File: src/verilog/adcc_pkg.sv
// Constants and types of the converter control block.
// Assumes a single system clock of 10 MHz and an APB register port.
package adcc_pkg;
  // Clock and internal RC half bit period
  localparam int CLK_PERIOD_NS   = 100;
  localparam int FRC_HALF_TAD_NS = 1000;
  localparam int FRC_HALF_CYC    = (FRC_HALF_TAD_NS + CLK_PERIOD_NS - 1) / CLK_PERIOD_NS;

  // Register byte offsets
  localparam logic [7:0] OFS_CTRL_FIRST  = 8'h00;
  localparam logic [7:0] OFS_CTRL_SECOND = 8'h04;
  localparam logic [7:0] OFS_RES_HIGH    = 8'h08;
  localparam logic [7:0] OFS_RES_LOW     = 8'h0C;
  localparam logic [7:0] OFS_IRQ_STATUS  = 8'h10;
  localparam logic [7:0] OFS_IRQ_CLEAR   = 8'h14;
  localparam logic [7:0] OFS_IRQ_ENABLE  = 8'h18;

  // Field positions
  localparam int EN_BIT   = 0;
  localparam int GO_BIT   = 1;
  localparam int CHS_LSB  = 2;
  localparam int REF_LSB  = 0;
  localparam int CKS_LSB  = 4;
  localparam int JUST_BIT = 7;
  localparam int DONE_BIT = 0;

  // Reset values
  localparam logic [4:0] CHS_RST   = 5'h00;
  localparam logic [2:0] REF_RST   = 3'h0;
  localparam logic [2:0] CKS_RST   = 3'h0;
  localparam logic [7:0] RES_RST   = 8'h00;

  // Conversion timing in half bit periods: 23 halves make 11.5 bit periods
  localparam logic [4:0] HALF_SETUP_LAST = 5'h02;
  localparam logic [4:0] HALF_LAST       = 5'h16;
  localparam logic [3:0] BIT_MSB         = 4'h9;

  // Internal channel codes
  localparam logic [4:0] CH_TEMP  = 5'h1C;
  localparam logic [4:0] CH_DAC   = 5'h1D;
  localparam logic [4:0] CH_FREF1 = 5'h1E;
  localparam logic [4:0] CH_FREF2 = 5'h1F;

  // Positive reference codes
  localparam logic [2:0] REF_SUPPLY = 3'h0;
  localparam logic [2:0] REF_PIN    = 3'h1;
  localparam logic [2:0] REF_FIX2   = 3'h2;
  localparam logic [2:0] REF_FIX4   = 3'h3;
  localparam logic [2:0] REF_GROUND = 3'h4;

  // Conversion clock code low bits for the internal RC source
  localparam logic [1:0] CKS_FRC = 2'h3;

  typedef enum logic [1:0] {
    ST_IDLE = 2'b00,
    ST_ACQ  = 2'b01,
    ST_CONV = 2'b11
  } adcc_state_e;
endpackage

File: src/verilog/adcc_top.sv
// Converter control: APB registers, channel and reference routing, SAR sequencer.
// Assumes an external analog core whose comparator answers on comp_in.
//
// Local design decisions: register access over APB and the register offsets.
`timescale 1ns/1ps
module adcc_top
  import adcc_pkg::*;
#(
  parameter bit SMALL_VARIANT = 1'b0,
  parameter bit LOW_VOLTAGE   = 1'b0
) (
  input  wire logic        mclk_in,
  input  wire logic        reset_n_in,
  input  wire logic        psel_in,
  input  wire logic        penable_in,
  input  wire logic        pwrite_in,
  input  wire logic [7:0]  paddr_in,
  input  wire logic [31:0] pwdata_in,
  output logic [31:0]      prdata_out,
  output logic             pready_out,
  output logic             pslverr_out,
  input  wire logic        comp_in,
  input  wire logic        sleep_in,
  output logic [4:0]       sh_channel_out,
  output logic             mux_connect_out,
  output logic [2:0]       ref_select_out,
  output logic             ref_valid_out,
  output logic             sample_out,
  output logic [9:0]       trial_out,
  output logic             irq_out
);
  // Channel legality per variant
  function automatic logic adcc_chan_ok(input logic [4:0] ch);
    adcc_chan_ok = !SMALL_VARIANT || (ch <= 5'h04) || ((ch >= 5'h08) && (ch <= 5'h13)) || (ch >= CH_TEMP);
  endfunction

  // Reference legality per supply range
  function automatic logic adcc_ref_ok(input logic [2:0] rs);
    adcc_ref_ok = (rs <= REF_GROUND) && !(LOW_VOLTAGE && (rs == REF_FIX4));
  endfunction

  // Mapped address check
  function automatic logic adcc_mapped(input logic [7:0] a);
    adcc_mapped = (a[1:0] == 2'h0) && (a <= OFS_IRQ_ENABLE);
  endfunction

  // Partial result: undecided bits copy the last decided bit
  function automatic logic [9:0] adcc_fill(input logic [9:0] s, input logic [3:0] k);
    logic [9:0] r;
    logic       last;
    r    = s;
    last = (k < BIT_MSB) ? s[k + 4'h1] : 1'b0;
    for (int i = 0; i < 10; i++) begin
      if (i <= int'(k)) begin
        r[i] = last;
      end
    end
    adcc_fill = r;
  endfunction

  adcc_state_e state_reg, state_next;
  logic        en_reg, en_next, go_reg, go_next;
  logic [4:0]  chs_reg, chs_next, mux_chs_reg, mux_chs_next;
  logic [2:0]  ref_reg, ref_next, mux_ref_reg, mux_ref_next;
  logic [2:0]  cks_reg, cks_next, conv_cks_reg, conv_cks_next;
  logic        just_reg, just_next, conv_just_reg, conv_just_next;
  logic [7:0]  res_hi_reg, res_hi_next, res_lo_reg, res_lo_next;
  logic        sts_reg, sts_next, ien_reg, ien_next, irq_reg, irq_next;
  logic [4:0]  half_reg, half_next;
  logic [3:0]  bit_reg, bit_next;
  logic [9:0]  sar_reg, sar_next, sar_dec, trial_reg, trial_next, word;
  logic        done_reg, done_next, conn_reg, conn_next, refv_reg, refv_next;
  logic        sample_reg, sample_next;
  logic [31:0] prdata_reg, prdata_next;
  logic        pready_reg, pslverr_reg, pslverr_next;
  logic        busy, tick, wr_acc, wr_first, conv_start, abort, complete, sleep_kill;
  logic [7:0]  fmt_hi, fmt_lo;

  // Access decode
  assign wr_acc   = psel_in && penable_in && pwrite_in && pready_reg;
  assign wr_first = wr_acc && (paddr_in == OFS_CTRL_FIRST);
  assign busy     = (state_reg != ST_IDLE);
  assign sleep_kill = sleep_in && (conv_cks_reg[1:0] != CKS_FRC);
  assign conv_start = wr_first && !busy && en_reg && pwdata_in[EN_BIT] && pwdata_in[GO_BIT] &&
                      !(sleep_in && (cks_reg[1:0] != CKS_FRC));
  assign abort    = busy && ((wr_first && !(pwdata_in[GO_BIT] && pwdata_in[EN_BIT])) || sleep_kill);
  assign complete = (state_reg == ST_CONV) && tick && (half_reg == HALF_LAST);
  assign sar_dec  = sar_reg | (10'(comp_in) << bit_reg);

  adcc_clkdiv u_div (
    .mclk_in    (mclk_in),
    .reset_n_in (reset_n_in),
    .run_in     (busy),
    .restart_in (conv_start),
    .sel_in     (conv_cks_reg),
    .tick_out   (tick)
  );

  // Sequencer next state
  always_comb begin
    state_next    = state_reg;
    half_next     = half_reg;
    bit_next      = bit_reg;
    sar_next      = sar_reg;
    go_next       = go_reg;
    conv_cks_next = conv_cks_reg;
    conv_just_next = conv_just_reg;
    done_next     = 1'b0;
    word          = 10'h000;
    case (state_reg)
      ST_IDLE: begin
        if (conv_start) begin
          state_next     = ST_ACQ;
          half_next      = 5'h00;
          bit_next       = BIT_MSB;
          sar_next       = 10'h000;
          go_next        = 1'b1;
          conv_cks_next  = cks_reg;
          conv_just_next = just_reg;
        end
      end
      ST_ACQ: begin
        if (tick) begin
          half_next = half_reg + 5'h01;
          if (half_reg == HALF_SETUP_LAST) begin
            state_next = ST_CONV;
          end
        end
      end
      ST_CONV: begin
        if (tick) begin
          half_next = half_reg + 5'h01;
          if (!half_reg[0]) begin
            sar_next = sar_dec;
            bit_next = bit_reg - 4'h1;
          end
        end
      end
      default: begin
        state_next = ST_IDLE;
      end
    endcase
    if (complete) begin
      state_next = ST_IDLE;
      go_next    = 1'b0;
      done_next  = 1'b1;
      word       = sar_dec;
    end else if (abort) begin
      state_next = ST_IDLE;
      go_next    = 1'b0;
      word       = adcc_fill(sar_reg, (state_reg == ST_CONV) ? bit_reg : BIT_MSB);
    end
    // Trial word offered to the comparator
    if (state_next == ST_CONV) begin
      trial_next = sar_next | (10'h001 << bit_next);
    end else begin
      trial_next = 10'h000;
    end
  end

  // Result formatting
  always_comb begin
    if (conv_just_next) begin
      fmt_hi = {6'h00, word[9:8]};
      fmt_lo = word[7:0];
    end else begin
      fmt_hi = word[9:2];
      fmt_lo = {word[1:0], 6'h00};
    end
  end

  // Sequencer registers
  always_ff @(posedge mclk_in) begin
    if (!reset_n_in) begin
      state_reg     <= ST_IDLE;
      half_reg      <= 5'h00;
      bit_reg       <= BIT_MSB;
      sar_reg       <= 10'h000;
      go_reg        <= 1'b0;
      conv_cks_reg  <= CKS_RST;
      conv_just_reg <= 1'b0;
      done_reg      <= 1'b0;
      trial_reg     <= 10'h000;
    end else begin
      state_reg     <= state_next;
      half_reg      <= half_next;
      bit_reg       <= bit_next;
      sar_reg       <= sar_next;
      go_reg        <= go_next;
      conv_cks_reg  <= conv_cks_next;
      conv_just_reg <= conv_just_next;
      done_reg      <= done_next;
      trial_reg     <= trial_next;
    end
  end

  // Register file, routing and bus answers next values
  always_comb begin
    en_next   = wr_first ? pwdata_in[EN_BIT] : en_reg;
    chs_next  = wr_first ? pwdata_in[CHS_LSB +: 5] : chs_reg;
    ref_next  = ref_reg;
    cks_next  = cks_reg;
    just_next = just_reg;
    if (wr_acc && (paddr_in == OFS_CTRL_SECOND)) begin
      ref_next  = pwdata_in[REF_LSB +: 3];
      cks_next  = pwdata_in[CKS_LSB +: 3];
      just_next = pwdata_in[JUST_BIT];
    end
    ien_next = (wr_acc && (paddr_in == OFS_IRQ_ENABLE)) ? pwdata_in[DONE_BIT] : ien_reg;
    // Hardware set wins over software clear
    if (done_next) begin
      sts_next = 1'b1;
    end else if (wr_acc && (paddr_in == OFS_IRQ_CLEAR) && pwdata_in[DONE_BIT]) begin
      sts_next = 1'b0;
    end else begin
      sts_next = sts_reg;
    end
    irq_next = sts_next && ien_next;
    res_hi_next = (done_next || abort) ? fmt_hi : res_hi_reg;
    res_lo_next = (done_next || abort) ? fmt_lo : res_lo_reg;
    // Selections follow software only while idle
    mux_chs_next = (state_next != ST_IDLE && busy) ? mux_chs_reg : chs_reg;
    mux_ref_next = (state_next != ST_IDLE && busy) ? mux_ref_reg : ref_reg;
    conn_next    = en_reg && adcc_chan_ok(mux_chs_next);
    refv_next    = adcc_ref_ok(mux_ref_next);
    sample_next  = en_reg && (state_next != ST_CONV);
    // Read data captured in the setup phase
    prdata_next  = prdata_reg;
    pslverr_next = pslverr_reg;
    if (psel_in && !penable_in) begin
      pslverr_next = !adcc_mapped(paddr_in);
      case (paddr_in)
        OFS_CTRL_FIRST:  prdata_next = {25'h0000000, chs_reg, go_reg, en_reg};
        OFS_CTRL_SECOND: prdata_next = {24'h000000, just_reg, cks_reg, 1'b0, ref_reg};
        OFS_RES_HIGH:    prdata_next = {24'h000000, res_hi_reg};
        OFS_RES_LOW:     prdata_next = {24'h000000, res_lo_reg};
        OFS_IRQ_STATUS:  prdata_next = {31'h00000000, sts_reg};
        OFS_IRQ_ENABLE:  prdata_next = {31'h00000000, ien_reg};
        default:         prdata_next = 32'h00000000;
      endcase
    end
  end

  // Register file registers
  always_ff @(posedge mclk_in) begin
    if (!reset_n_in) begin
      en_reg      <= 1'b0;
      chs_reg     <= CHS_RST;
      ref_reg     <= REF_RST;
      cks_reg     <= CKS_RST;
      just_reg    <= 1'b0;
      ien_reg     <= 1'b0;
      sts_reg     <= 1'b0;
      irq_reg     <= 1'b0;
      res_hi_reg  <= RES_RST;
      res_lo_reg  <= RES_RST;
      mux_chs_reg <= CHS_RST;
      mux_ref_reg <= REF_RST;
      conn_reg    <= 1'b0;
      refv_reg    <= 1'b0;
      sample_reg  <= 1'b0;
      prdata_reg  <= 32'h00000000;
      pslverr_reg <= 1'b0;
      pready_reg  <= 1'b0;
    end else begin
      en_reg      <= en_next;
      chs_reg     <= chs_next;
      ref_reg     <= ref_next;
      cks_reg     <= cks_next;
      just_reg    <= just_next;
      ien_reg     <= ien_next;
      sts_reg     <= sts_next;
      irq_reg     <= irq_next;
      res_hi_reg  <= res_hi_next;
      res_lo_reg  <= res_lo_next;
      mux_chs_reg <= mux_chs_next;
      mux_ref_reg <= mux_ref_next;
      conn_reg    <= conn_next;
      refv_reg    <= refv_next;
      sample_reg  <= sample_next;
      prdata_reg  <= prdata_next;
      pslverr_reg <= pslverr_next;
      pready_reg  <= 1'b1;
    end
  end

  // Output drive
  assign prdata_out      = prdata_reg;
  assign pready_out      = pready_reg;
  assign pslverr_out     = pslverr_reg;
  assign sh_channel_out  = mux_chs_reg;
  assign mux_connect_out = conn_reg;
  assign ref_select_out  = mux_ref_reg;
  assign ref_valid_out   = refv_reg;
  assign sample_out      = sample_reg;
  assign trial_out       = trial_reg;
  assign irq_out         = irq_reg;
endmodule

File: src/verilog/adcc_clkdiv.sv
// Half bit period enable generator for the converter.
// Assumes the select code is held stable while run_in is high.
`timescale 1ns/1ps
module adcc_clkdiv
  import adcc_pkg::*;
(
  input  wire logic       mclk_in,
  input  wire logic       reset_n_in,
  input  wire logic       run_in,
  input  wire logic       restart_in,
  input  wire logic [2:0] sel_in,
  output logic            tick_out
);
  logic [5:0] cnt_reg;
  logic [5:0] cnt_next;
  logic [5:0] limit;

  // Divisor decode: system divisors or RC rate
  always_comb begin
    if (sel_in[1:0] == CKS_FRC) begin
      limit = 6'(FRC_HALF_CYC - 1);
    end else begin
      limit = 6'((7'h01 << {sel_in[1:0], sel_in[2]}) - 7'h01);
    end
    tick_out = run_in && (cnt_reg == limit);
    if (restart_in || !run_in || tick_out) begin
      cnt_next = 6'h00;
    end else begin
      cnt_next = cnt_reg + 6'h01;
    end
  end

  // Count register
  always_ff @(posedge mclk_in) begin
    if (!reset_n_in) begin
      cnt_reg <= 6'h00;
    end else begin
      cnt_reg <= cnt_next;
    end
  end
endmodule

File: config.mk
export PLATFORM = sky130hd
export DESIGN_NAME = adcc_top
export DESIGN_NICKNAME = d
export VERILOG_FILES = /design/src/verilog/adcc_pkg.sv /design/src/verilog/adcc_top.sv /design/src/verilog/adcc_clkdiv.sv
export SDC_FILE = /design/constraint.sdc
export NUM_CORES = 1
export LEC_CHECK = 0
export ABC_AREA = 1
export BUFFER_PORTS_ARGS = -buffer_cell sky130_fd_sc_hd__buf_2
export CORE_AREA = 3 3 97 108
export DETAILED_ROUTE_END_ITERATION = 10
export DIE_AREA = 0 0 100 111
export PLACE_DENSITY = 0.85
export SKIP_LAST_GASP = 1
export SLEW_MARGIN = 20
export SYNTH_ARGS = -nofsm -noshare
export SYNTH_HDL_FRONTEND = slang
export SYNTH_SLANG_ARGS = --single-unit
export TNS_END_PERCENT = 1
File: constraint.sdc
create_clock -name mclk_in -period 2.85 [get_ports mclk_in]
set_input_delay 0.4275 -clock mclk_in [delete_from_list [all_inputs] [get_ports mclk_in]]
set_output_delay 0.4275 -clock mclk_in [all_outputs]
set_load 0.005 [all_outputs]
# ---- Word-level counts from Yosys, hierarchy flattened
# Index checks and enable logic that the tools add are counted.
dict set report word_totals {
  ff_bits 119
  latch_bits 0
  ramBits 0
  mem_bits_ro 0
  in_bits 47
  out_inout_bits 56
  word_cells 160
  mem_count 0
}
dict set report op_classes {
  addsub 5
  mul 0
  n_div 0
  magnitude_cmp 13
  n_eq_ne 18
  n_shift 3
  mux 44
  bitwise 3
  reduce_logical 47
}
# op n
set op_table {}
lappend op_table {{2-to-1 mux 10 bit} 5}
lappend op_table {{case mux 8 bit (6 select lines)} 1}
lappend op_table {{logical AND 1 bit} 26}
lappend op_table {{== test 8 x 5 -> 1 bit, second input constant} 3}
lappend op_table {{OR 10 bit} 2}
lappend op_table {{case mux 10 bit (2 select lines)} 1}
lappend op_table {{2-to-1 mux 1 bit} 18}
lappend op_table {{== test 8 x 4 -> 1 bit, second input constant} 2}
lappend op_table {{<= comparator 3 x 4 -> 1 bit, first input constant} 4}
lappend op_table {{2-to-1 mux 4 bit} 4}
lappend op_table {{2-to-1 mux 8 bit} 2}
lappend op_table {{2-to-1 mux 2 bit} 5}
lappend op_table {{2-to-1 mux 5 bit} 2}
lappend op_table {{case mux 5 bit (2 select lines)} 1}
lappend op_table {{left shift 1 x 4 -> 10 bit} 1}
lappend op_table {{left shift 1 x 4 -> 10 bit, first input constant} 1}
lappend op_table {{== test 8 x 3 -> 1 bit, second input constant} 1}
lappend op_table {{<= comparator 2 x 4 -> 1 bit, first input constant} 2}
lappend op_table {{<= comparator 4 bit, first input constant} 2}
lappend op_table {{<= comparator 8 x 5 -> 1 bit, second input constant} 1}
lappend op_table {{zero test 8 bit} 1}
lappend op_table {{case mux 4 bit (2 select lines)} 1}
lappend op_table {{adder 6 x 1 -> 6 bit, second input constant} 1}
lappend op_table {{== test 2 bit, second input constant} 3}
lappend op_table {{28 further kinds} 43}

# ---- Depth between registers and ports, before layout
# Gate-level depths: netlist of the first run.
dict set report logic_depth {
  depth_word 17
  ltp_mapped 19
  depth_no_buf 19
}

# ---- Modules after synthesis
# Synthesis of the first run repeated with hierarchy kept, for this count alone.
dict set report hier_totals {
  cells_unflattened 741
  hier_area_um2 5165.0
}
# mod instances cells_each area_each_um2
set by_module_without_submodules {}
lappend by_module_without_submodules {adcc_top 1 667 4665.7}
lappend by_module_without_submodules {adcc_clkdiv 1 74 499.2}

# ---- Worst setup path after synthesis of the first run
# OpenSTA, ideal clock, no wires.
dict set report synth_path {
  path_kind {flip-flop to flip-flop}
  start {register state_reg[1]}
  end {register res_hi_reg[0]}
  t_arrival_ns 2.189
  slack_ns 0.605
  stages_incl_launch_ff 19
  n_path_buf 1
  period_less_slack_ns 2.245
  cell_sequence {dfxtp_1 ha_1 buf_2 nand2_1 inv_1 ha_1 inv_1 xor2_1 inv_1 a31oi_1 nor2_1 nand2_1 inv_2 nor2_1 o21ai_0 nand2_1 nand3_1 nand2_1 inv_1}
}
dict set report synth_via {
  elab_chain_cells 10
  elab_cells_between_ends 30
  classes_between {add/sub (1); order compare (3); eq/ne (1); mux (12); reduce/logical (13)}
}
# element line
set synth_lines {}
lappend synth_lines {{start: declaration} adcc_top.sv:61} ;# adcc_state_e state_reg, state_next;
lappend synth_lines {{start signal: assignment} adcc_top.sv:185} ;# state_reg <= state_next;
lappend synth_lines {{== test 2 bit / nonzero test 2 bit (equally long branches)} {adcc_top.sv:87, adcc_top.sv:151, adcc_top.sv:82}}
lappend synth_lines {{2-to-1 mux 4 bit / zero test 1 bit (equally long branches)} {adcc_top.sv:151, adcc_top.sv:84}}
lappend synth_lines {{adder 4 x 1 -> 4 bit / logical AND 1 bit (equally long branches)} {adcc_top.sv:52, adcc_top.sv:84}}
lappend synth_lines {{binary-select mux 1 bit (select 4 bit) / logical AND 1 bit (equally long branches)} {adcc_top.sv:52, adcc_top.sv:84}}
lappend synth_lines {{2-to-1 mux 1 bit (not written as such) / logical AND 1 bit (equally long branches)} {adcc_top.sv:52, adcc_top.sv:84}}
lappend synth_lines {{2-to-1 mux 1 bit / logical AND 1 bit (equally long branches)} {adcc_top.sv:52, adcc_top.sv:84}}
lappend synth_lines {{2-to-1 mux 1 bit / logical AND 1 bit (equally long branches)} {adcc_top.sv:54, adcc_top.sv:84}}
lappend synth_lines {{2-to-1 mux 10 bit / 2-to-1 mux 1 bit (equally long branches)} {adcc_top.sv:148, adcc_top.sv:112}}
lappend synth_lines {{2-to-1 mux 10 bit / 2-to-1 mux 1 bit (equally long branches)} {adcc_top.sv:143, adcc_top.sv:110}}
lappend synth_lines {{2-to-1 mux 8 bit} adcc_top.sv:163} ;# if (conv_just_next) begin
lappend synth_lines {{end signal: assignment} adcc_top.sv:274} ;# res_hi_reg <= res_hi_next;
lappend synth_lines {{end: declaration} adcc_top.sv:67} ;# logic [7:0] res_hi_reg, res_hi_next, res_lo_reg, res_lo_next;
# Parallel ways exist; a longest one is shown, timed or not. The select of a mux whose other input is x is not followed.
# A chain may end at the register's enable or synchronous reset.

# ---- Worst setup path after layout of the first run
dict set report layout_path {
  start {register state_reg[1]}
  end {register res_lo_reg[3]}
}
dict set report layout_via {
  elab_chain_cells 10
  elab_cells_between_ends 28
  classes_between {add/sub (1); order compare (2); eq/ne (1); mux (11); reduce/logical (13)}
}
# element line
set layout_lines {}
lappend layout_lines {{== test 2 bit / nonzero test 2 bit (equally long branches)} {adcc_top.sv:87, adcc_top.sv:151, adcc_top.sv:82}}
lappend layout_lines {{2-to-1 mux 4 bit / zero test 1 bit (equally long branches)} {adcc_top.sv:151, adcc_top.sv:84}}
lappend layout_lines {{adder 4 x 1 -> 4 bit / logical AND 1 bit (equally long branches)} {adcc_top.sv:52, adcc_top.sv:84}}
lappend layout_lines {{binary-select mux 1 bit (select 4 bit) / logical AND 1 bit (equally long branches)} {adcc_top.sv:52, adcc_top.sv:84}}
lappend layout_lines {{2-to-1 mux 1 bit (not written as such) / logical AND 1 bit (equally long branches)} {adcc_top.sv:52, adcc_top.sv:84}}
lappend layout_lines {{2-to-1 mux 1 bit / logical AND 1 bit (equally long branches)} {adcc_top.sv:52, adcc_top.sv:84}}
lappend layout_lines {{2-to-1 mux 1 bit / logical AND 1 bit (equally long branches)} {adcc_top.sv:54, adcc_top.sv:84}}
lappend layout_lines {{2-to-1 mux 10 bit / 2-to-1 mux 1 bit (equally long branches)} {adcc_top.sv:148, adcc_top.sv:112}}
lappend layout_lines {{2-to-1 mux 10 bit / 2-to-1 mux 1 bit (equally long branches)} {adcc_top.sv:143, adcc_top.sv:110}}
lappend layout_lines {{2-to-1 mux 8 bit} adcc_top.sv:163}
lappend layout_lines {{end signal: assignment} adcc_top.sv:275} ;# res_lo_reg <= res_lo_next;
lappend layout_lines {{end: declaration} adcc_top.sv:67}
# Parallel ways exist; a longest one is shown, timed or not. The select of a mux whose other input is x is not followed.

==> impl_metrics.py, run 1 <==
metrics = {
    "status": {
        "run_status": "complete, no violations",
    },
    "place": {
        "replace_congestion": 0.934,
        "buffer_ports.inserted": 54,
        "hpwlAfterDp_um": 9270,
    },
    "worst_setup_path": {
        "worstSetupPathDepth": 15,
        "worst_path_required_ps": 3160,
        "number_of_cell_instances_on_the_worst_register_to_register_path": 15,
        "timing.critical_path.fanout_max": 5,
        "endpoint_kind": "register",
        "cp_slowest_cell": "dfxtp_1",
        "timing.critical_path.buf_inv": 4,
        "critical_path.reg2reg.startpoint": "state_reg[1]",
        "flop_to_flop_setup_slack_ps": 270,
        "critPathKind": "register to register",
        "path_delay_family": "compound AO/OA/AOI/OAI gates",
        "rr_endpoint": "res_lo_reg[3]",
        "crit_path_max_incr_delay_ps": 460,
        "cp.arrival_ps": 2880,
        "setup.worst_path.start": "state_reg[1]",
        "critical-path-top-cell-by-count": "inv_1",
        "worst_setup_path_start_kind": "register",
        "worst_setup_path_endpoint": "res_lo_reg[3]",
        "path_cells": "ha_1, nand2_1, inv_1, ha_1, inv_1, xor2_1, inv_1, a31oi_1, nor2_1, nand2_1, inv_2, a21oi_1, o21ai_0, nand3_1, o21ai_0",
    },
    "logic_synthesis": {
        "synth_cell_type_count": 41,
        "synth_top_cell_by_area": "dfxtp_1",
        "ys_seq_elements": 95,
        "syn-cell-area_um2": 5230,
        "post_synth_main_area_contributors": "dfxtp_1 36%, nand2_1 9.3%, inv_1 7.5%, o21ai_0 7.0%, nor2_1 6.0%",
        "syn_inst": 751,
        "synthDominantCellAreaShare": 0.364,
        "synth_area_per_cell_um2": 6.97,
        "synth-warning-count": 0,
        "synth-seq-area-share": 0.364,
    },
    "timing": {
        "final-setup-viol-count": 0,
        "fmax_mhz": 388,
        "post-route-min-period_ps": 2580,
        "tightestPinTransition_ps": 592,
        "timing.max_slew.rel_slack": 0.604,
        "report.final.hold_viol_count": 0,
        "rsz0062_at_grt": "yes",
        "layout_worst_path_cycle_share": 0.905,
        "timing.setup.tns_ps": 0,
        "final_max_slew_viol_count": 0,
        "fin_skew_ps": 7.97,
    },
    "job": {
        "max-cap-violations": 0,
    },
    "power_and_ir_drop": {
        "power_uw": 2430,
        "switchingPower_uw": 577,
        "ir_drop_mv": 0.314,
        "static-leakage-power_uw": 0.00246,
        "combinationalPowerShare": 0.034,
        "p_per_area_nw_per_um2": 422,
        "power.share.sequential": 0.546,
        "power.clock.fraction": 0.419,
        "internal_power_uw": 1860,
        "swShare": 0.237,
    },
    "cells_and_area": {
        "n_antenna_cell": 0,
        "layout.core_utilization": 0.614,
        "post_route_cells_drive_above_1_share": 0.148,
        "area_delta_synth_final_pct": 10.2,
        "layout.nets": 869,
    },
    "detailed_routing": {
        "post-route-drc-count": 0,
        "routed_wire_length_per_instance_um": 13.3,
        "drt_iter0_markers": 323,
        "route.vias.total": 4909,
        "drt-pass1-iter-count": 5,
        "drt.antenna.violating_nets": 0,
        "totalWireLength_um": 12300,
        "via_per_inst": 5.29,
    },
    "die": {
        "floorplan.io_pins": 103,
        "placeableCoreArea_um2": 9400,
        "die_y_um": 111,
        "die_area_um2": 11100,
        "initial_standard_cell_utilization_of_the_core": 0.557,
        "number_of_placement_rows": 37,
        "chipWidth_um": 100,
    },
    "clocking": {
        "tritoncts": "built",
        "max-clock-path-buffers": 2,
        "hold_bufs_at_cts": 0,
        "cts_max_level": 3,
        "cts_bufs_inserted": 9,
        "clkSlewWorstSetupHoldPaths_ps": 100,
        "clk-insertion-delay-late_ps": 380,
        "cts.sink_count": 95,
        "clock-root-buffer": "clkbuf_8",
    },
    "global_routing": {
        "gr-usage-met1": 0.291,
        "first_global_vias": 4452,
        "pin_count_of_the_biggest_net_entering_global_routing": 25,
        "globalRouteTotalUtil": 0.223,
        "antenna_violations_before_repair": 0,
        "grt.busiest_layer": "met2",
        "grt_remaining_overflow": 0,
        "grt_first_pass_wirelength_um": 20400,
        "gr-usage-met2": 0.364,
        "grt.met3_usage": 0.0466,
    },
    "hold_path": {
        "min_delay_path_depth": 3,
        "holdCritPathClass": "primary input to register",
    },
}
-- metal layers --
metal / share of wire / up-vias
met5: 0 / -
met1: 0.44 / 2201
li1: - / 2511
met4: 0.020 / 0
met3: 0.061 / 22
met2: 0.47 / 175
-- worst min path at each step --
stage / from / end / slack, ps
after detailed placement: prdata_out[5] / prdata_out[5] / 460
after global placement: prdata_out[2] / prdata_out[2] / 450
after global routing: pwdata_in[7] / just_reg / 290
final: pwdata_in[7] / just_reg / 290
after floorplan: go_reg / go_reg / 430
after CTS: pwdata_in[7] / just_reg / 290
-- cells by family after synthesis --
group,Yosys count,synth area share
adder cells (fa/ha/maj),16,0.0383
AO/OA/AOI/OAI,155,0.168
AND/OR/NAND/NOR,324,0.291
XOR/XNOR,5,0.00837
other,1,0.000717
flip-flops,95,0.364
buffers and inverters,155,0.131
-- synthesized netlist by cell type, drive strengths merged --
cell     number
nor4          1
o21bai        2
a21oi        40
xor2          5
o2111ai       3
o211ai        9
o31ai         1
o32ai         1
clkinv        4
o22ai        14
conb          1
nand3        64
o21ai        76
nor2         96
buf          31
nand3b        2
nor3b         3
a211oi        1
o221ai        2
nand4         9
clkbuf       10
nor3          6
inv         110
ha           16
a31oi         6
nand2       143
dfxtp        95
-- area by class of cell --
type,instances,area [um^2]
clock buffer,9,124
clock inverter,7,101
fill,855,3630
inverter,114,428
multi-input combinational,524,2730
sequential,95,1900
tap,117,146
timing repair buffer,62,330
-- per-stage QoR --
stage	hold slack (ps)	std cells	worst slack, ps	area [um^2]
after detailed placement	456	912	296	5540
after floorplan	432	774	605	5320
after global placement	451	912	342	5540
after CTS	288	928	251	5760
final	289	928	271	5770
after global routing	293	928	-52.4	5770
-- worst min-delay path, stage by stage --
cell and delay (ps):
buf_2 90, nor2_1 40, nor2_1 80
-- repair_timing --
| action | CTS | global route |
|---|---|---|
| setup endpoints to repair | 0 | 5 |
| gates resized for setup | 0 | 2 |
| setup buffers | 0 | 0 |
-- placed cells by master (no fill, tap or decap), drive strengths merged, types with 2 or more instances in the layout --
master and n:
o221ai 2, nor3 6, a21oi 40, conb 24, nor3b 3, clkinvlp 2
clkbuf 9, nand3 64, buf 62, inv 113, ha 16, xor2 5
o21bai 2, nand2 143, bufinv 2, o22ai 14, nand4 9, nor2 96
o2111ai 3, clkinv 4, a31oi 6, nand3b 2, o211ai 9, o21ai 76
dfxtp 95
-- power by group through the flow --
stage / sequential, uW / clock [uW] / combinational, uW
final: 1330 / 1020 / 82.9
after global routing: 1330 / 1080 / 93.1
after CTS: 1330 / 1030 / 81.7
after detailed placement: 1360 / 0 / 80.9
after global placement: 1360 / 0 / 80.2
after floorplan: 1360 / 0 / 70.1
(Power assumes the default switching activity.)
==> inputs of run 2 (changes only) <==
- CORE_AREA: 3 3 97 108 -> 2 2 95 106
- DIE_AREA: 0 0 100 111 -> 0 0 97 108
- PLACE_DENSITY: 0.85 -> 0.86
- SYNTH_HIERARCHICAL: default -> 1
==> run 2 against run 1 <==
  * Critical path depth up 5
  * Highest routed layer unchanged
  * Critical path type unchanged
  * Global-route usage increased by 1.9 points
  * Sequential power about the same
==> impl_metrics.py, run 2 <==
metrics = {
    "status": {
        "run_status": "complete, no violations",
    },
    "clocking": {
        "tritoncts": "built",
        "cts_bufs_inserted": 9,
        "cts.sink_count": 95,
        "hold_bufs_at_cts": 0,
        "clk-insertion-delay-late_ps": 380,
        "clkSlewWorstSetupHoldPaths_ps": 100,
        "cts_max_level": 3,
        "max-clock-path-buffers": 2,
        "post_cts.repair.setup_buffers": 0,
        "clock-root-buffer": "clkbuf_8",
    },
    "power_and_ir_drop": {
        "combinationalPowerShare": 0.035,
        "ir_drop_mv": 0.336,
        "swShare": 0.226,
        "static-leakage-power_uw": 0.00261,
        "internal_power_uw": 1900,
        "p_per_area_nw_per_um2": 418,
        "power_uw": 2460,
        "power.share.sequential": 0.541,
        "power.clock.fraction": 0.424,
        "switchingPower_uw": 556,
    },
    "worst_setup_path": {
        "worst_setup_path_start_kind": "register",
        "critPathKind": "register to register",
        "setup.worst_path.start": "conv_cks_reg[1]",
        "flop_to_flop_setup_slack_ps": 90,
        "rr_endpoint": "res_lo_reg[7]",
        "critical_path.reg2reg.startpoint": "conv_cks_reg[1]",
        "endpoint_kind": "register",
        "cp.arrival_ps": 3080,
        "number_of_cell_instances_on_the_worst_register_to_register_path": 20,
        "worst_setup_path_endpoint": "res_lo_reg[7]",
        "timing.critical_path.fanout_max": 8,
        "worst_path_required_ps": 3180,
    },
    "logic_synthesis": {
        "synth-seq-area-share": 0.368,
        "syn_inst": 741,
        "synth_enable_flop_cells": 0,
        "ys_seq_elements": 95,
        "synth_commonest_cells": "136 x nand2_1, 106 x inv_1, 95 x dfxtp_1",
        "synth-main-ff-cell": "dfxtp_1",
        "synth_area_per_cell_um2": 6.97,
        "synth_cell_type_count": 48,
        "synthMostInstantiatedCell": "nand2_1",
        "syn-cell-area_um2": 5160,
        "synth_top_cell_by_area": "dfxtp_1",
        "synthDominantCellAreaShare": 0.368,
        "post_synth_main_area_contributors": "dfxtp_1 37%, nand2_1 9.9%, inv_1 7.7%, a21oi_1 6.1%, o21ai_0 5.5%",
        "synth-warning-count": 6,
        "async_reset_ff_frac": 0,
    },
    "global_routing": {
        "pin_count_of_the_biggest_net_entering_global_routing": 33,
        "globalRouteTotalUtil": 0.242,
        "antenna_violations_before_repair": 0,
        "grt_remaining_overflow": 0,
        "first_global_vias": 4585,
        "grt_first_pass_wirelength_um": 20600,
    },
    "detailed_routing": {
        "drt.antenna.violating_nets": 0,
        "drt-pass1-iter-count": 5,
        "drt_iter0_markers": 265,
        "via_per_inst": 5.29,
        "totalWireLength_um": 12600,
        "post-route-drc-count": 0,
        "routed_wire_length_per_instance_um": 13.5,
        "route.vias.total": 4937,
    },
    "place": {
        "detailed_place.area_um2": 5560,
        "placement.setup.worst_slack_ps": 7.61,
        "hpwlAfterDp_um": 9340,
        "dp.cells": 916,
        "replace_congestion": 0.918,
        "buffer_ports.inserted": 54,
    },
    "cells_and_area": {
        "final-instance-count-excl-fill": 933,
        "most_used_cells_in_the_layout_excluding_fill_and_tap_cells": "134 x nand2_1, 104 x inv_1, 93 x dfxtp_1",
        "fill_cells": 871,
        "postLayoutCellArea_um2": 5890,
        "post_route_cells_drive_above_1_share": 0.179,
        "area_delta_synth_final_pct": 14.0,
        "layout.cells.most_common": "nand2_1",
        "layout.nets": 874,
        "n_antenna_cell": 0,
    },
    "timing": {
        "fin_skew_ps": 9.56,
        "timing.max_slew.rel_slack": 0.508,
        "setup_slack_ps": 93.3,
        "final-setup-viol-count": 0,
        "layout_worst_path_cycle_share": 0.967,
        "fmax_mhz": 363,
        "rsz0062_at_grt": "yes",
        "report.final.hold_viol_count": 0,
        "tightestPinTransition_ps": 737,
        "timing.setup.tns_ps": 0,
        "final_max_slew_viol_count": 0,
        "post-route-min-period_ps": 2760,
    },
    "die": {
        "die_y_um": 108,
        "floorplan.io_pins": 103,
        "initial_standard_cell_utilization_of_the_core": 0.555,
        "die_area_um2": 10500,
        "chipWidth_um": 97,
        "number_of_placement_rows": 37,
        "placeableCoreArea_um2": 9310,
    },
    "hold_path": {
        "holdCritPathClass": "primary input to register",
        "min_delay_path_depth": 3,
    },
    "job": {
        "max-cap-violations": 0,
    },
}
[run 2: per-layer routing]
metal  part of all wire  vias up  global-route usage
met5                  0        -                   0
met4              0.030        0               0.115
met3              0.061       34              0.0485
met2               0.48      180               0.414
met1               0.43     2222               0.293
li1                   -     2501                   -
[run 2: worst min-delay path by stage]
stage,startpoint,to,slack (ps)
3_5_place_dp,go_reg,go_reg,450
5_1_grt,pwdata_in[7],just_reg,310
4_1_cts,pwdata_in[7],just_reg,280
3_3_place_gp,go_reg,go_reg,440
6_report,pwdata_in[7],just_reg,290
2_1_floorplan,res_lo_reg[0],res_lo_reg[0],430
[run 2: kinds of logic after synthesis]
kind of cell | Yosys count | share of synthesized area
simple gates | 302 | 0.262
flops | 95 | 0.368
other cells | 1 | 0.000726
xor+xnor | 7 | 0.0119
compound gates | 166 | 0.184
fa+ha+maj | 16 | 0.0388
buf+inv | 154 | 0.135
[run 2: power by group through the flow]
stage | Clock, uW | Sequential [uW] | Combinational (uW)
after floorplan | 0 | 1360 | 69.7
after global placement | 0 | 1360 | 83.9
after detailed placement | 0 | 1360 | 84.0
final | 1040 | 1330 | 86.7
after CTS | 1060 | 1330 | 85.2
after global routing | 1100 | 1330 | 97.0
[run 2: timing repair]
action / in CTS / in global routing
setup endpoints to repair: 22 / 30
gates resized for setup: 4 / 20
cloned: 0 / 1
endpoints found under the hold margin: 0 / 0
pin swaps: 0 / 7
[run 2: cell type report]
cell class	count	area, um^2	area share
multi-input cells	516	2740	0.465
clock buffers	11	151	0.0257
inverters	114	430	0.0731
well taps	117	146	0.0249
clock inverters	5	85.1	0.0145
repair buffers	75	432	0.0733
flip-flops and latches	95	1910	0.324
[run 2: worst max-delay path: stages (launching register included)]
cell and delay, ps:
dfxtp_1 320, inv_1 150, ha_4 230, nand2_1 70, nand2_1 60, nor2_1 140
nand2_1 90, nor2_2 100, nand3_2 100, nor2_4 150, buf_4 130, nand2_1 40
inv_1 60, nand2_1 160, inv_1 270, a21oi_1 140, a21oi_1 200, nand3_1 90
nand2_1 60, o21ai_1 50, inv_1 70
[run 2: stage by stage]
| stage | util | hold WS [ps] |
|---|---|---|
| detailed placement | 0.598 | 450 |
| CTS | 0.624 | 278 |
| global placement | 0.598 | 440 |
| global route | 0.633 | 308 |
| floorplan | - | 429 |
| finish | 0.633 | 293 |
==> inputs of run 3 (changes only) <==
- PLACE_DENSITY: 0.86 -> 0.83
==> run 3 against run 2 <==
  * Wire length increased by 6.2%
  * Global-route usage increased by 1.9 points
  * Critical path depth decreased by 1
  * Design area about the same
  * Non-clock buffer count increased by 2
  * Largest cell class unchanged
==> impl_metrics.py, run 3 (same netlist as run 2, synthesis figures left out) <==
metrics = {
    "status": {
        "run_status": "complete, no violations",
    },
    "cells_and_area": {
        "area_delta_synth_final_pct": 13.9,
        "layout.cells.most_common": "nand2_1",
        "n_antenna_cell": 0,
        "final-instance-count-excl-fill": 933,
        "most_used_cells_in_the_layout_excluding_fill_and_tap_cells": "134 x nand2_1, 103 x inv_1, 94 x dfxtp_1",
        "layout.nets": 875,
        "post_route_cells_drive_above_1_share": 0.180,
    },
    "detailed_routing": {
        "routed_wire_length_on_met2_um": 6490,
        "drt.antenna.violating_nets": 0,
        "top_layer": "met4",
        "drt_iter0_markers": 245,
        "totalWireLength_um": 13400,
        "drt-pass1-iter-count": 5,
        "met3_wirelength_um": 891,
        "m1WireLength_um": 5510,
        "via_per_inst": 5.36,
        "post-route-drc-count": 0,
        "routed_wire_length_per_instance_um": 14.3,
        "route.vias.total": 5004,
    },
    "die": {
        "placeableCoreArea_um2": 9310,
        "chipWidth_um": 97,
        "initial_standard_cell_utilization_of_the_core": 0.555,
        "floorplan.io_pins": 103,
        "die_y_um": 108,
        "number_of_placement_rows": 37,
        "die_area_um2": 10500,
    },
    "worst_setup_path": {
        "timing.critical_path.fanout_max": 7,
        "endpoint_kind": "register",
        "cp.arrival_ps": 3000,
        "worst_setup_path_start_kind": "register",
        "critPathKind": "register to register",
        "worst_path_required_ps": 3150,
    },
    "global_routing": {
        "grt_remaining_overflow": 0,
        "antenna_violations_before_repair": 0,
        "pin_count_of_the_biggest_net_entering_global_routing": 33,
        "first_global_vias": 4792,
        "grt_first_pass_wirelength_um": 22200,
        "globalRouteTotalUtil": 0.261,
    },
    "clocking": {
        "clk-insertion-delay-late_ps": 380,
        "tritoncts": "built",
        "cts_max_level": 3,
        "max-clock-path-buffers": 2,
        "hold_bufs_at_cts": 0,
        "cts.sink_count": 95,
        "clkSlewWorstSetupHoldPaths_ps": 100,
        "clock-root-buffer": "clkbuf_8",
        "cts_bufs_inserted": 9,
    },
    "power_and_ir_drop": {
        "p_per_area_nw_per_um2": 423,
        "power_uw": 2490,
        "switchingPower_uw": 549,
        "power.share.sequential": 0.535,
        "internal_power_uw": 1940,
        "combinationalPowerShare": 0.035,
        "power.clock.fraction": 0.430,
        "swShare": 0.221,
        "static-leakage-power_uw": 0.00259,
        "ir_drop_mv": 0.296,
    },
    "timing": {
        "rsz0062_at_grt": "yes",
        "post-route-min-period_ps": 2690,
        "fin_skew_ps": 15.9,
        "timing.max_slew.rel_slack": 0.562,
        "tightestPinTransition_ps": 656,
        "final-setup-viol-count": 0,
        "final_max_slew_viol_count": 0,
        "fmax_mhz": 371,
        "timing.setup.tns_ps": 0,
        "layout_worst_path_cycle_share": 0.945,
        "setup_slack_ps": 158,
        "hold_ws_ps": 297,
        "report.final.hold_viol_count": 0,
    },
    "place": {
        "replace_congestion": 0.990,
        "buffer_ports.inserted": 54,
        "placement.setup.worst_slack_ps": -84.3,
        "hpwlAfterDp_um": 10200,
        "dp.cells": 917,
    },
    "job": {
        "max-cap-violations": 0,
    },
    "hold_path": {
        "holdCritPathClass": "primary input to register",
    },
}
run 3: final cells by class:
class | count | area (um^2)
fill | 862 | 3420
inverter | 114 | 430
tap | 117 | 146
clock buffer | 9 | 124
timing repair buffer | 77 | 443
sequential | 95 | 1900
multi-input combinational | 515 | 2720
clock inverter | 6 | 115
run 3: critical path, stage by stage, from the launching register on:
cell	delay (ps)
dfxtp_2	340
buf_4	140
ha_2	200
nor2_2	100
nand2_1	70
nand2_1	60
nand2_1	50
nor2_2	110
nand3_2	120
nor2_4	190
nand2_2	130
inv_2	130
nand2_1	70
nand3_1	100
nand2_1	60
a21oi_1	220
a22oi_4	110
nor3_2	190
nand2_1	70
a21oi_1	130
run 3: power by group through the flow:
stage	Clock (uW)	Sequential (uW)	Combinational, uW
finish	1070	1330	87.0
global route	1130	1330	96.2
global placement	0	1360	82.8
floorplan	0	1360	69.7
detailed placement	0	1360	84.1
CTS	1080	1330	85.0
run 3: metal layers:
metal / up-vias / track usage
li1: 2510 / -
met1: 2259 / 0.307
met2: 198 / 0.459
met3: 37 / 0.0478
met4: 0 / 0.129
met5: - / 0
run 3: timing repair:
item / in CTS / in global routing
pin swaps: 0 / 2
setup buffers: 0 / 1
endpoints found under the setup margin: 10 / 33
gates resized for setup: 2 / 19
run 3: final timing paths:
path,startpoint,endpoint,slack (ps),depth (start not counted)
worst max-delay path,conv_cks_reg[0],trial_out[8],160,19
worst max register to register,conv_cks_reg[0],trial_out[8],160,19
worst min register to register,go_reg,go_reg,470,2
worst min-delay path,pwdata_in[7],just_reg,300,3
run 3: per-stage QoR:
stage | util | instance area, um^2
6_report | 0.632 | 5880
5_1_grt | 0.632 | 5880
4_1_cts | 0.625 | 5810
3_5_place_dp | 0.598 | 5570
3_3_place_gp | 0.598 | 5570
2_1_floorplan | - | 5250
